[config.mk]
export PLATFORM = sky130hd
export DESIGN_NAME = digital_input_port_read
export DESIGN_NICKNAME = d
export VERILOG_FILES = /design/src/digital_input_port_read.v /design/src/bit_text_encoder.v
export VERILOG_INCLUDE_DIRS = /design/src /design/src/src
export SDC_FILE = /design/constraint.sdc
export NUM_CORES = 1
export LEC_CHECK = 0
export BUFFER_PORTS_ARGS = -buffer_cell sky130_fd_sc_hd__clkbuf_2
export CORE_MARGIN = 10
export CORE_UTILIZATION = 57
export CTS_CLUSTER_DIAMETER = 150
export DETAILED_ROUTE_END_ITERATION = 10
export GPL_TIMING_DRIVEN = 1
export PLACE_DENSITY_LB_ADDON = 0.25
export SETUP_SLACK_MARGIN = 0.3
export SLEW_MARGIN = 20
export SYNTH_ARGS = -nofsm -noshare
export SYNTH_HDL_FRONTEND = slang
export SYNTH_SLANG_ARGS = --single-unit
export TNS_END_PERCENT = 50
[constraint.sdc]
create_clock -name i_sys_clk -period 8.4 [get_ports i_sys_clk]
set_clock_uncertainty 0.05 [all_clocks]
set_input_delay 1.26 -clock i_sys_clk [delete_from_list [all_inputs] [get_ports i_sys_clk]]
set_output_delay 1.26 -clock i_sys_clk [all_outputs]
set_load 0.1 [all_outputs]
[src/dio_read_map.vh]
// Constants for the digital input port read command interpreter
`ifndef DIO_READ_MAP_VH
`define DIO_READ_MAP_VH
`define SLOT_COUNT 3
`define PORT_WIDTH 8
`define ADDR_MAX_UNITS 4'h7
`define SLOT_MAX_TENS 4'h2
`define CMD_READ_SLOT_WORD 2'h1
`define CMD_READ_SINGLE_BIT 2'h2
`define LIST_MAX 8
`define REPLY_ONE 8'h31
`define REPLY_ZERO 8'h30
`define CHAR_PLUS 8'h2b
`define CHAR_DOT 8'h2e
`define CHAR_E 8'h45
`define CHAR_ZERO 8'h30
`define CHAR_COMMA 8'h2c
`define CHAR_EOL 8'h0a
`endif

[src/digital_input_port_read.v]
// Read command interpreter for the 8-bit isolated digital input port
`timescale 1ns/100ps
`include "dio_read_map.vh"
// Function
// - Each slot has an 8-bit input port, each bit independent.
// - Closed switch reads as 1, open switch reads as 0.
// - Slot word read samples eight bits, replies decimal 0 to 255.
// - Reply equals sum of set-bit weights, bit n weighs two to n.
// - Bit address is slot tens digit plus bit units digit.
// - Units digit 8 or 9 is rejected; host must not send them.
// - Set bit replies +1.000E+0, clear bit replies +0.000E+0.
// - Comma list of bit addresses gives one value each, in order.
// - An input event can trigger a voltmeter conversion.
module digital_input_port_read (
	input wire i_sys_clk,
	input wire i_arst_n,
	input wire [23:0] i_port_in,
	input wire [2:0] i_event_enable,
	input wire i_cmd_valid,
	input wire [1:0] i_cmd_kind,
	input wire [1:0] i_cmd_slot,
	input wire [3:0] i_list_len,
	input wire [63:0] i_list_addr,
	output wire o_cmd_ready,
	output reg o_char_valid,
	output reg [7:0] o_char,
	input wire i_char_ready,
	output reg o_addr_error,
	output reg o_reply_done,
	output reg o_trigger
);
	localparam ST_IDLE = 2'h0;
	localparam ST_WORD = 2'h1;
	localparam ST_BITS = 2'h2;
	reg [1:0] state;
	reg [1:0] next_state;
	reg [7:0] snap [0:2];
	reg [23:0] prev_in;
	reg [7:0] word;
	reg [63:0] list;
	reg [3:0] list_left;
	reg [3:0] char_idx;
	reg [1:0] digit_idx;
	wire [7:0] addr_cur = list[7:0];
	wire [3:0] tens = addr_cur[7:4];
	wire [3:0] units = addr_cur[3:0];
	wire [1:0] slot_sel = tens[1:0];
	wire bit_val = snap[slot_sel][units[2:0]];
	wire [7:0] bit_char;
	reg [7:0] hund;
	reg [7:0] ten_d;
	reg [7:0] one_d;
	wire take;
	wire eol_taken;
	wire bad;
	reg [7:0] word_char;
	reg [7:0] slot_word;
	wire [`LIST_MAX-1:0] entry_bad;
	wire [`SLOT_COUNT-1:0] slot_rise;
	genvar g;
	assign o_cmd_ready = (state == ST_IDLE);
	assign take = o_cmd_ready && i_cmd_valid;
	// The closing end-of-line leaving the port ends every reply
	assign eol_taken = i_char_ready && o_char_valid && o_char == `CHAR_EOL;
	assign bad = |entry_bad;
	// Decimal digits of the sampled word, hundreds first
	always @* begin
		if (word >= 8'hc8)
			hund = 8'h02;
		else if (word >= 8'h64)
			hund = 8'h01;
		else
			hund = 8'h00;
		ten_d = (word - hund * 8'h64) / 8'h0a;
		one_d = word - hund * 8'h64 - ten_d * 8'h0a;
	end
	// Word reply: three digits, then end of line
	always @* begin
		case (digit_idx)
		2'h0: word_char = `CHAR_ZERO + hund;
		2'h1: word_char = `CHAR_ZERO + ten_d;
		2'h2: word_char = `CHAR_ZERO + one_d;
		default: word_char = `CHAR_EOL;
		endcase
	end
	// Slot numbers above two read as an empty port
	always @* begin
		case (i_cmd_slot)
		2'h0: slot_word = i_port_in[7:0];
		2'h1: slot_word = i_port_in[15:8];
		2'h2: slot_word = i_port_in[23:16];
		default: slot_word = 8'h00;
		endcase
	end
	// Per-entry address check and per-slot event detect
	generate
		for (g = 0; g < `LIST_MAX; g = g + 1) begin : g_entry
			// Entries beyond the list length are ignored
			wire [3:0] e_units = i_list_addr[g*8+:4];
			wire [3:0] e_tens = i_list_addr[g*8+4+:4];
			assign entry_bad[g] = (g < i_list_len) &&
			    (e_units > `ADDR_MAX_UNITS || e_tens > `SLOT_MAX_TENS);
		end
		for (g = 0; g < `SLOT_COUNT; g = g + 1) begin : g_slot
			// A bit going from open to closed counts as an event
			assign slot_rise[g] = i_event_enable[g] &&
			    |(i_port_in[g*8+:8] & ~prev_in[g*8+:8]);
		end
	endgenerate
	bit_text_encoder u_enc (
		.i_bit(bit_val),
		.i_index(char_idx),
		.o_char(bit_char)
	);
	// Idle takes a command; a bad bit list leaves the block idle
	always @* begin
		next_state = state;
		case (state)
		ST_IDLE:
			if (take && i_cmd_kind == `CMD_READ_SLOT_WORD)
				next_state = ST_WORD;
			else if (take && i_cmd_kind == `CMD_READ_SINGLE_BIT &&
			    !bad && i_list_len != 4'h0)
				next_state = ST_BITS;
		ST_WORD:
			if (eol_taken)
				next_state = ST_IDLE;
		ST_BITS:
			if (eol_taken)
				next_state = ST_IDLE;
		default: next_state = ST_IDLE;
		endcase
	end
	// Fresh sample of every slot at command time, ones mean closed
	always @(posedge i_sys_clk or negedge i_arst_n) begin
		if (!i_arst_n) begin
			snap[0] <= 8'h00;
			snap[1] <= 8'h00;
			snap[2] <= 8'h00;
		end else if (take) begin
			snap[0] <= i_port_in[7:0];
			snap[1] <= i_port_in[15:8];
			snap[2] <= i_port_in[23:16];
		end
	end
	// Event trigger runs beside the command path
	always @(posedge i_sys_clk or negedge i_arst_n) begin
		if (!i_arst_n) begin
			prev_in <= 24'h000000;
			o_trigger <= 1'b0;
		end else begin
			prev_in <= i_port_in;
			o_trigger <= |slot_rise;
		end
	end
	// Reply characters stand until the host takes them
	always @(posedge i_sys_clk or negedge i_arst_n) begin
		if (!i_arst_n) begin
			state <= ST_IDLE;
			word <= 8'h00;
			list <= 64'h0;
			list_left <= 4'h0;
			char_idx <= 4'h0;
			digit_idx <= 2'h0;
			o_char_valid <= 1'b0;
			o_char <= 8'h00;
			o_addr_error <= 1'b0;
			o_reply_done <= 1'b0;
		end else begin
			state <= next_state;
			o_addr_error <= 1'b0;
			o_reply_done <= 1'b0;
			if (take) begin
				if (i_cmd_kind == `CMD_READ_SLOT_WORD) begin
					// Weighted sum is the binary word itself
					word <= slot_word;
					digit_idx <= 2'h0;
					o_char_valid <= 1'b0;
				end else if (i_cmd_kind == `CMD_READ_SINGLE_BIT) begin
					o_addr_error <= bad | (i_list_len == 4'h0);
					list <= i_list_addr;
					list_left <= i_list_len;
					char_idx <= 4'h0;
				end
			end else if (state == ST_WORD) begin
				if (eol_taken) begin
					o_char_valid <= 1'b0;
					o_reply_done <= 1'b1;
				end else if (!o_char_valid || i_char_ready) begin
					o_char_valid <= 1'b1;
					o_char <= word_char;
					digit_idx <= digit_idx + 2'h1;
				end
			end else if (state == ST_BITS) begin
				if (eol_taken) begin
					o_char_valid <= 1'b0;
					o_reply_done <= 1'b1;
				end else if (!o_char_valid || i_char_ready) begin
					o_char_valid <= 1'b1;
					// Nine characters per value, then a separator
					if (char_idx == 4'h9) begin
						// Values follow list order, separated by commas
						char_idx <= 4'h0;
						list <= {8'h00, list[63:8]};
						list_left <= list_left - 4'h1;
						if (list_left == 4'h1)
							o_char <= `CHAR_EOL;
						else
							o_char <= `CHAR_COMMA;
					end else begin
						o_char <= bit_char;
						char_idx <= char_idx + 4'h1;
					end
				end
			end else begin
				o_char_valid <= 1'b0;
			end
		end
	end
endmodule // digital_input_port_read

[src/bit_text_encoder.v]
// Formats one bit as the text +1.000E+0 or +0.000E+0
`timescale 1ns/100ps
`include "dio_read_map.vh"
module bit_text_encoder (
	input wire i_bit,
	input wire [3:0] i_index,
	output reg [7:0] o_char
);
	always @* begin
		case (i_index)
		4'h0: o_char = `CHAR_PLUS;
		4'h1: o_char = i_bit ? `REPLY_ONE : `REPLY_ZERO;
		4'h2: o_char = `CHAR_DOT;
		4'h3: o_char = `CHAR_ZERO;
		4'h4: o_char = `CHAR_ZERO;
		4'h5: o_char = `CHAR_ZERO;
		4'h6: o_char = `CHAR_E;
		4'h7: o_char = `CHAR_PLUS;
		4'h8: o_char = `CHAR_ZERO;
		default: o_char = `CHAR_ZERO;
		endcase
	end
endmodule // bit_text_encoder

==> impl_summary.md, run 1 <==
Critical path
The data required time at the worst endpoint is 8.66 ns. Among all stages on the critical path, the largest delay is contributed by fa_1. The critical path is of the flip-flop to flip-flop type. The worst setup path is launched from a flip-flop. In this design, the stage delay of the slowest critical-path cell is 0.87 ns. Data arrives at the worst endpoint at 6.91 ns.

STA classifies the critical path endpoint as a flip-flop. The maximum fanout encountered on the critical timing path is 14.

Die
The site row count is 40. In this run the vertical extent of the chip is 130.4 um. The die covers 0.01701 sq mm. The region available for standard cell placement spans 0.01196 sq mm. The effective utilization at floorplan is 58.11%. Pin placement for this block handled 116 I/O pins. The width of the die is 130.4 um.

Status
The run finished with clean final reports.

Clock tree
The clock latency of the later-clocked register in the worst-skew pair is 0.42 ns. The H-tree was split into 4 levels. The hold buffer count at cts is 0. The post-CTS resize count is 0. The post-CTS setup repair buffer count is 0.

Clock-pin slew was measured on the worst setup and hold paths at 0.06 ns. The clock net in this run drives a total of 120 sinks. The clock root buffer is clkbuf_16.

Counting the buffers created by CTS gives 17. TritonCTS built the clock tree. The maximum buffer depth of the clock tree is 2.

Detailed routing
Before antenna repair, the detailed router went through 5 iterations. The via density per instance is 6.015. The number of DRC markers in iteration 0 is 515. After detailed routing, the total wire length is 18.35 mm. The post-detailed-route count of antenna-violating nets is 0.

The detailed router placed 6220 vias in this run. For this run, design rule violations remaining after detail routing come to 0. The average wire per cell in the routed design is 17.75 um.

Synthesis
The cell area after technology mapping is 0.006950 sq mm. The number of enable-type register cells in the synthesized netlist is 0. The cell count after synthesis is 779.

The distinct cell type count of the synthesized netlist is 75. The library cell occupying the most area in the post-synthesis netlist is dfrtp_1. The number of flip-flops and latches in the synthesized netlist is 120.

The dominant register cell in the synthesized netlist is dfrtp_1. During synthesis, Yosys emitted a total of 0 warnings. The synthesized design devotes to its leading area cell type 43.20% of total area. Each instance of the synthesized netlist takes up on average 8.922 sq um. Yosys attributes the largest share of cell area to dfrtp_1, nand2_1, ha_1, o21ai_0, nor2_1.

The sequential area share after synthesis is 43.20%. The number of nets produced by synthesis is 916. After synthesis, the share of flip-flops with an asynchronous set or reset is 100.0%.

Timing
Hold timing on the final database bottoms out at a slack of 0.4267 ns. For the pin with the worst max-slew slack, the measured transition is 0.9681 ns. Based on the critical path, the design can be clocked at up to 0.1504 GHz. The final number of max-transition violations is 0.

Setup repair after global routing left no endpoint under its margin. The share of the clock period used by the worst path is 79.17%. Setup violations remaining at the end of the flow were counted as 0. The final total negative setup slack is 0 ns. The final critical-path required period is 6.650 ns. In this run the tightest slew margin relative to its limit is 33.79%. The number of failing hold endpoints at the final stage is 0.

Global routing
The number of global-route vias before repair was 6281. Entering global routing, the biggest net connects 95 pins. The global-route usage over all layers is 22.16%. The remaining global-route overflow is 0.

The global-route wire length before repair is 30.10 mm. The number of antenna violations at the first check in global routing was 0.

Finish
The number of inserted diodes is 0. The area growth from synthesis to layout is 18.13%. The proportion of layout cells with a drive suffix above 1 is 20.41%.

The final net count is 1011. Measured on the finished design, the core utilization comes to 68.64%.

Placed design
Port buffering added 115 buffers. The HPWL reported at the end of detailed placement is 13.50 mm. The weighted congestion reported at the end of routability-driven placement is 0.9079.

Worst hold path
The min-delay analysis places its worst path in the category flip-flop to flip-flop.

Job
Across the run, the number of max-cap violations was 0.
[state kept, by name, summed over array words and instances (netlist names)]
register	flops
list	40
char_idx	4
o_addr_error	1
state	2
o_reply_done	1
o_trigger	1
digit_idx	2
word	8
o_char_valid	1
list_left	4
prev_in	24
snap	24
o_char	8
[worst max-delay path: cells and delay by family (launching register included)]
kind            cells  cell delay (ns)
compound gates      8             1.43
buf+inv             5             0.52
xor+xnor            2             0.23
flops               1             0.55
fa+ha+maj           7             2.36
simple gates        4             1.36
[synthesized netlist by cell type, types with 3 or more instances]
cell type and count:
a21o_1 6, o211ai_1 6, ha_1 31, a2111oi_0 9
nor2b_1 6, buf_1 6, or2_2 3, o31ai_1 6
a21oi_1 34, mux2i_1 11, a211oi_1 7, a221oi_1 3
clkbuf_1 30, nand3_1 15, xnor2_1 9, a22oi_1 3
nand2_1 120, a22o_1 8, a31oi_1 38, buf_2 5
inv_1 58, fa_1 3, nand2b_1 9, mux2_2 4
o22ai_1 14, nor3_1 19, o21ai_0 54, o41ai_1 3
or3_1 3, nor2_1 65, or4_1 3, mux4_2 5
nor4_1 3, o21ai_1 3, dfrtp_1 120, xor2_1 3
and2_1 3, and3_1 3
[path summary, 6_finish.rpt]
check	from	to	slack, ns	cells past startpoint
min	snap[21]$_DFFE_PN0P_	snap[21]$_DFFE_PN0P_	0.43	2
max in group asynchronous	i_arst_n	prev_in[16]$_DFF_PN0_	6.48	2
min reg2reg	snap[21]$_DFFE_PN0P_	snap[21]$_DFFE_PN0P_	0.43	2
min in group asynchronous	i_arst_n	o_char[3]$_DFFE_PN0P_	0.71	1
max	word[4]$_DFFE_PN0P_	o_char[7]$_DFFE_PN0P_	1.75	26
max reg2reg	word[4]$_DFFE_PN0P_	o_char[7]$_DFFE_PN0P_	1.75	26
[cell families (layout without fill, tap and decap cells)]
kind of cell             after synthesis  after routing  share of synthesized area (%)
AND/OR/NAND/NOR                      265            265                          17.12
AO/OA/AOI/OAI                        223            223                          21.24
flip-flops                           120            120                          43.20
XOR/XNOR                              14             14                          2.232
buffers and inverters                103            211                          5.905
multiplexers                          20             20                          3.852
adder cells (fa/ha/maj)               34             34                          6.445
[layout by cell type, fill, tap and decap left out, drive strengths merged, types with 9 or more instances in the layout]
| cell | synthesis | final |
|---|---|---|
| a2111oi | 10 | 10 |
| a21oi | 35 | 35 |
| a31oi | 38 | 38 |
| clkbuf | 30 | 131 |
| dfrtp | 120 | 120 |
| ha | 31 | 31 |
| inv | 60 | 61 |
| mux2i | 11 | 11 |
| nand2 | 120 | 120 |
| nand2b | 9 | 9 |
| nand3 | 15 | 15 |
| nor2 | 67 | 67 |
| nor3 | 20 | 20 |
| o21ai | 59 | 59 |
| o22ai | 14 | 14 |
| xnor2 | 9 | 9 |
[metrics by stage]
| stage | setup slack [ns] | cells | instance area [sq um] |
|---|---|---|---|
| 2_1_floorplan | 2.488 | 779 | 6950 |
| 3_3_place_gp | 2.091 | 1002 | 7577 |
| 3_5_place_dp | 1.796 | 1002 | 7577 |
| 4_1_cts | 1.770 | 1034 | 8205 |
| 5_1_grt | 1.249 | 1034 | 8210 |
| 6_report | 1.750 | 1034 | 8210 |
[layout make-up]
cell class / count / area (sq um)
Clock buffer: 17 / 425.4
Clock inverter: 15 / 202.7
Fill cell: 926 / 3751
Inverter: 60 / 227.7
Multi-Input combinational cell: 556 / 3556
Sequential cell: 120 / 3003
Tap cell: 147 / 183.9
Timing Repair Buffer: 119 / 611.8
[layer usage]
| layer | vias up | global-route usage [%] | wire length [um] |
|---|---|---|---|
| met5 | - | 0 | 0 |
| met4 | 0 | 7.979 | 367 |
| met3 | 33 | 5.238 | 973 |
| met2 | 216 | 36.76 | 9148 |
| met1 | 3010 | 27.76 | 7863 |
| li1 | 2961 | - | - |
Power of run 1 is not shown: default switching activity piles up to over one toggle a cycle in this logic, so the estimate is an artifact.
==> inputs of run 2 (changes only) <==
- clock period: 8.4 -> 6.3 ns (I/O delays scaled with it)
==> run 2 against run 1 <==
Fmax increased by 13%. Die area unchanged. Register-to-register slack got worse by 1.3 ns.
==> impl_summary.md, run 2 (synthesized netlist as in run 1, its figures left out) <==
Critical path
Together, buffers and inverters on the worst path number 6. The most numerous cell type found on the critical path is ha_4. The worst reg2reg path startpoint is word[2]$_DFFE_PN0P_. The flop-to-flop setup slack is 0.43 ns. Counting cells, the worst reg-to-reg path comes to 28. The critical path is of the flip-flop to flip-flop type. The type of element capturing the critical path is a flip-flop. Along the worst path, the maximum fanout reaches 6. The kind of cell with the highest combined delay on the critical path is adder cells. The slowest stage of the critical path is the fa_1 cell.

The data arrival time of the worst path is 6.14 ns. The element type at the critical path start is a flip-flop. In this run the critical register-to-register path is captured at o_char[7]$_DFFE_PN0P_. The data required time at the worst endpoint is 6.57 ns. On the worst path, the slowest cell contributes a delay of 0.51 ns.

Clock tree
CTS saw 120 sinks. Clock tree synthesis inserted a total of 17 buffers. The tree is rooted in a clkbuf_16. The clock latency of the later-clocked register in the worst-skew pair is 0.42 ns. The H-tree was split into 4 levels. No sink is reached through more buffers than the 2 on the longest clock path.

The CTS tree is done. The clock edge transition at the registers on the reported setup and hold paths is 0.06 ns.

Finish
The largest register by flop count is list. The repair_antennas step left the layout with diodes totalling 0. The area growth from synthesis to layout is 23.51%. Of the cells placed in the final design, the portion with a size suffix greater than 1 is 25.77%.

The most frequent standard cell in the layout excluding fill and tap cells is dfrtp_1. The register with the most flip-flops in the layout has 40 of them. The final net count is 1028. Leaving out fill and tap cells, the most frequent cells in the layout are dfrtp_1, nand2_1, clkbuf_2. The largest registers in the layout are list x40, prev_in x24, snap x24.

The final standard cell count with taps included and fillers excluded is 1051.

Worst hold path
The path class of the tightest hold or removal check is flip-flop to flip-flop. The cell count of the worst hold path is 2. The beginning of the worst hold path is snap[21]$_DFFE_PN0P_. The capture endpoint of the worst hold path is snap[21]$_DFFE_PN0P_.

Detailed routing
The number of DRC markers in iteration 0 is 739. After detailed routing, the total wire length is 19.62 mm. The number of remaining DRC errors is 0. The count of nets left with antenna violations once routing finished came out at 0. The average wire per cell in the routed design is 18.67 um. For this run, the detailed router's first-pass iteration total came to 7.

The number of vias in the routed layout is 6432. The via density per instance is 6.120.

Timing
The worst setup slack after layout is 0.4289 ns. The share of the clock period used by the worst path is 93.19%. The final number of max-transition violations is 0. Counting I/O delays and the setup requirement, the final critical path takes 5.871 ns. Static timing analysis puts the maximum clock frequency at 0.1703 GHz. The number of failing hold endpoints at the final stage is 0. The final total negative setup slack is 0 ns. Setup violations remaining at the end of the flow were counted as 0. In this run the tightest slew margin relative to its limit is 34.52%. Setup repair after global routing left no endpoint under its margin. The transition time of the tightest slew-check pin is 0.9575 ns.

Die
The top-level port count is 116. Measured along the x axis, the die boundary spans 130.4 um. After floorplanning, the core was sized to cover 0.01196 sq mm. The initial utilization of the core area, before any placement, comes to 58.11%. The die footprint is 0.01701 sq mm. In this run the vertical extent of the chip is 130.4 um. The site row count is 40.

Global routing
The number of global-route vias before repair was 6276. Summed over all layers, the global routing overflow is 0. The maximum number of pins on one net before global-route repair is 95. The number of antenna violations at the first check in global routing is 0. The first global-routing pass estimated 30.58 mm of wire. Across every metal layer, demand over resource in global routing totals 22.50%.

Status
The run finished with clean final reports.

Job
The tool flagged a number of max-cap violations equal to 0.

Placed design
The HPWL reported at the end of detailed placement is 13.69 mm. The worst-case setup slack after placement is 0.04478 ns. Once placement completed, the tool counted placed cells totaling 1005. The quantity of I/O buffers inserted on ports is 115.

The weighted congestion reported at the end of routability-driven placement is 0.9277.
==> run 2: cell type report <==
| type | instances | area [sq um] |
|---|---|---|
| Fill cell | 858 | 3377 |
| Tap cell | 147 | 183.9 |
| Clock inverter | 12 | 150.1 |
| Clock buffer | 20 | 456.7 |
| Sequential cell | 120 | 3003 |
| Timing Repair Buffer | 136 | 739.5 |
| Inverter | 60 | 227.7 |
| Multi-Input combinational cell | 556 | 3824 |
==> run 2: timing repair <==
action                     4_1_cts  5_1_grt
setup endpoints to repair        3        4
resized for setup               12       38
hold buffers                     0        0
buffers inserted                 5        9
pin swaps                        7       19
==> run 2: how the worst max path moves through the flow <==
stage	slack [ns]	endpoint	cells past startpoint	startpoint
6_report	0.43	o_char[7]$_DFFE_PN0P_	28	word[2]$_DFFE_PN0P_
5_1_grt	0.24	o_char[7]$_DFFE_PN0P_	28	word[2]$_DFFE_PN0P_
4_1_cts	0.31	o_char[7]$_DFFE_PN0P_	28	word[3]$_DFFE_PN0P_
3_5_place_dp	0.04	o_char[7]$_DFFE_PN0P_	28	word[3]$_DFFE_PN0P_
3_3_place_gp	0.24	o_char[5]$_DFFE_PN0P_	26	word[3]$_DFFE_PN0P_
2_1_floorplan	0.39	o_char[5]$_DFFE_PN0P_	27	word[4]$_DFFE_PN0P_
==> run 2: stage by stage <==
step,util (%),hold slack [ns],instance area [sq um]
after floorplan,-,0.3944,6950
after global placement,63.54,0.4073,7600
after detailed placement,63.54,0.4199,7600
after CTS,69.44,0.4324,8305
after global routing,71.77,0.4635,8584
final,71.77,0.4286,8584
==> run 2: worst min-delay path, cell delays in order (launching register included) <==
cell and delay (ns):
dfrtp_1 0.34, nand2_1 0.05, o21ai_0 0.06
==> run 2: layer usage <==
layer  routed length (um)  up-vias  GRT usage, %
met4                  378        0         7.717
met3                 1097       42         5.318
met2                10030      271         37.48
met5                    0        -             0
li1                     -     3001             -
met1                 8114     3118         28.21
Power of run 2 is left out for the same reason.
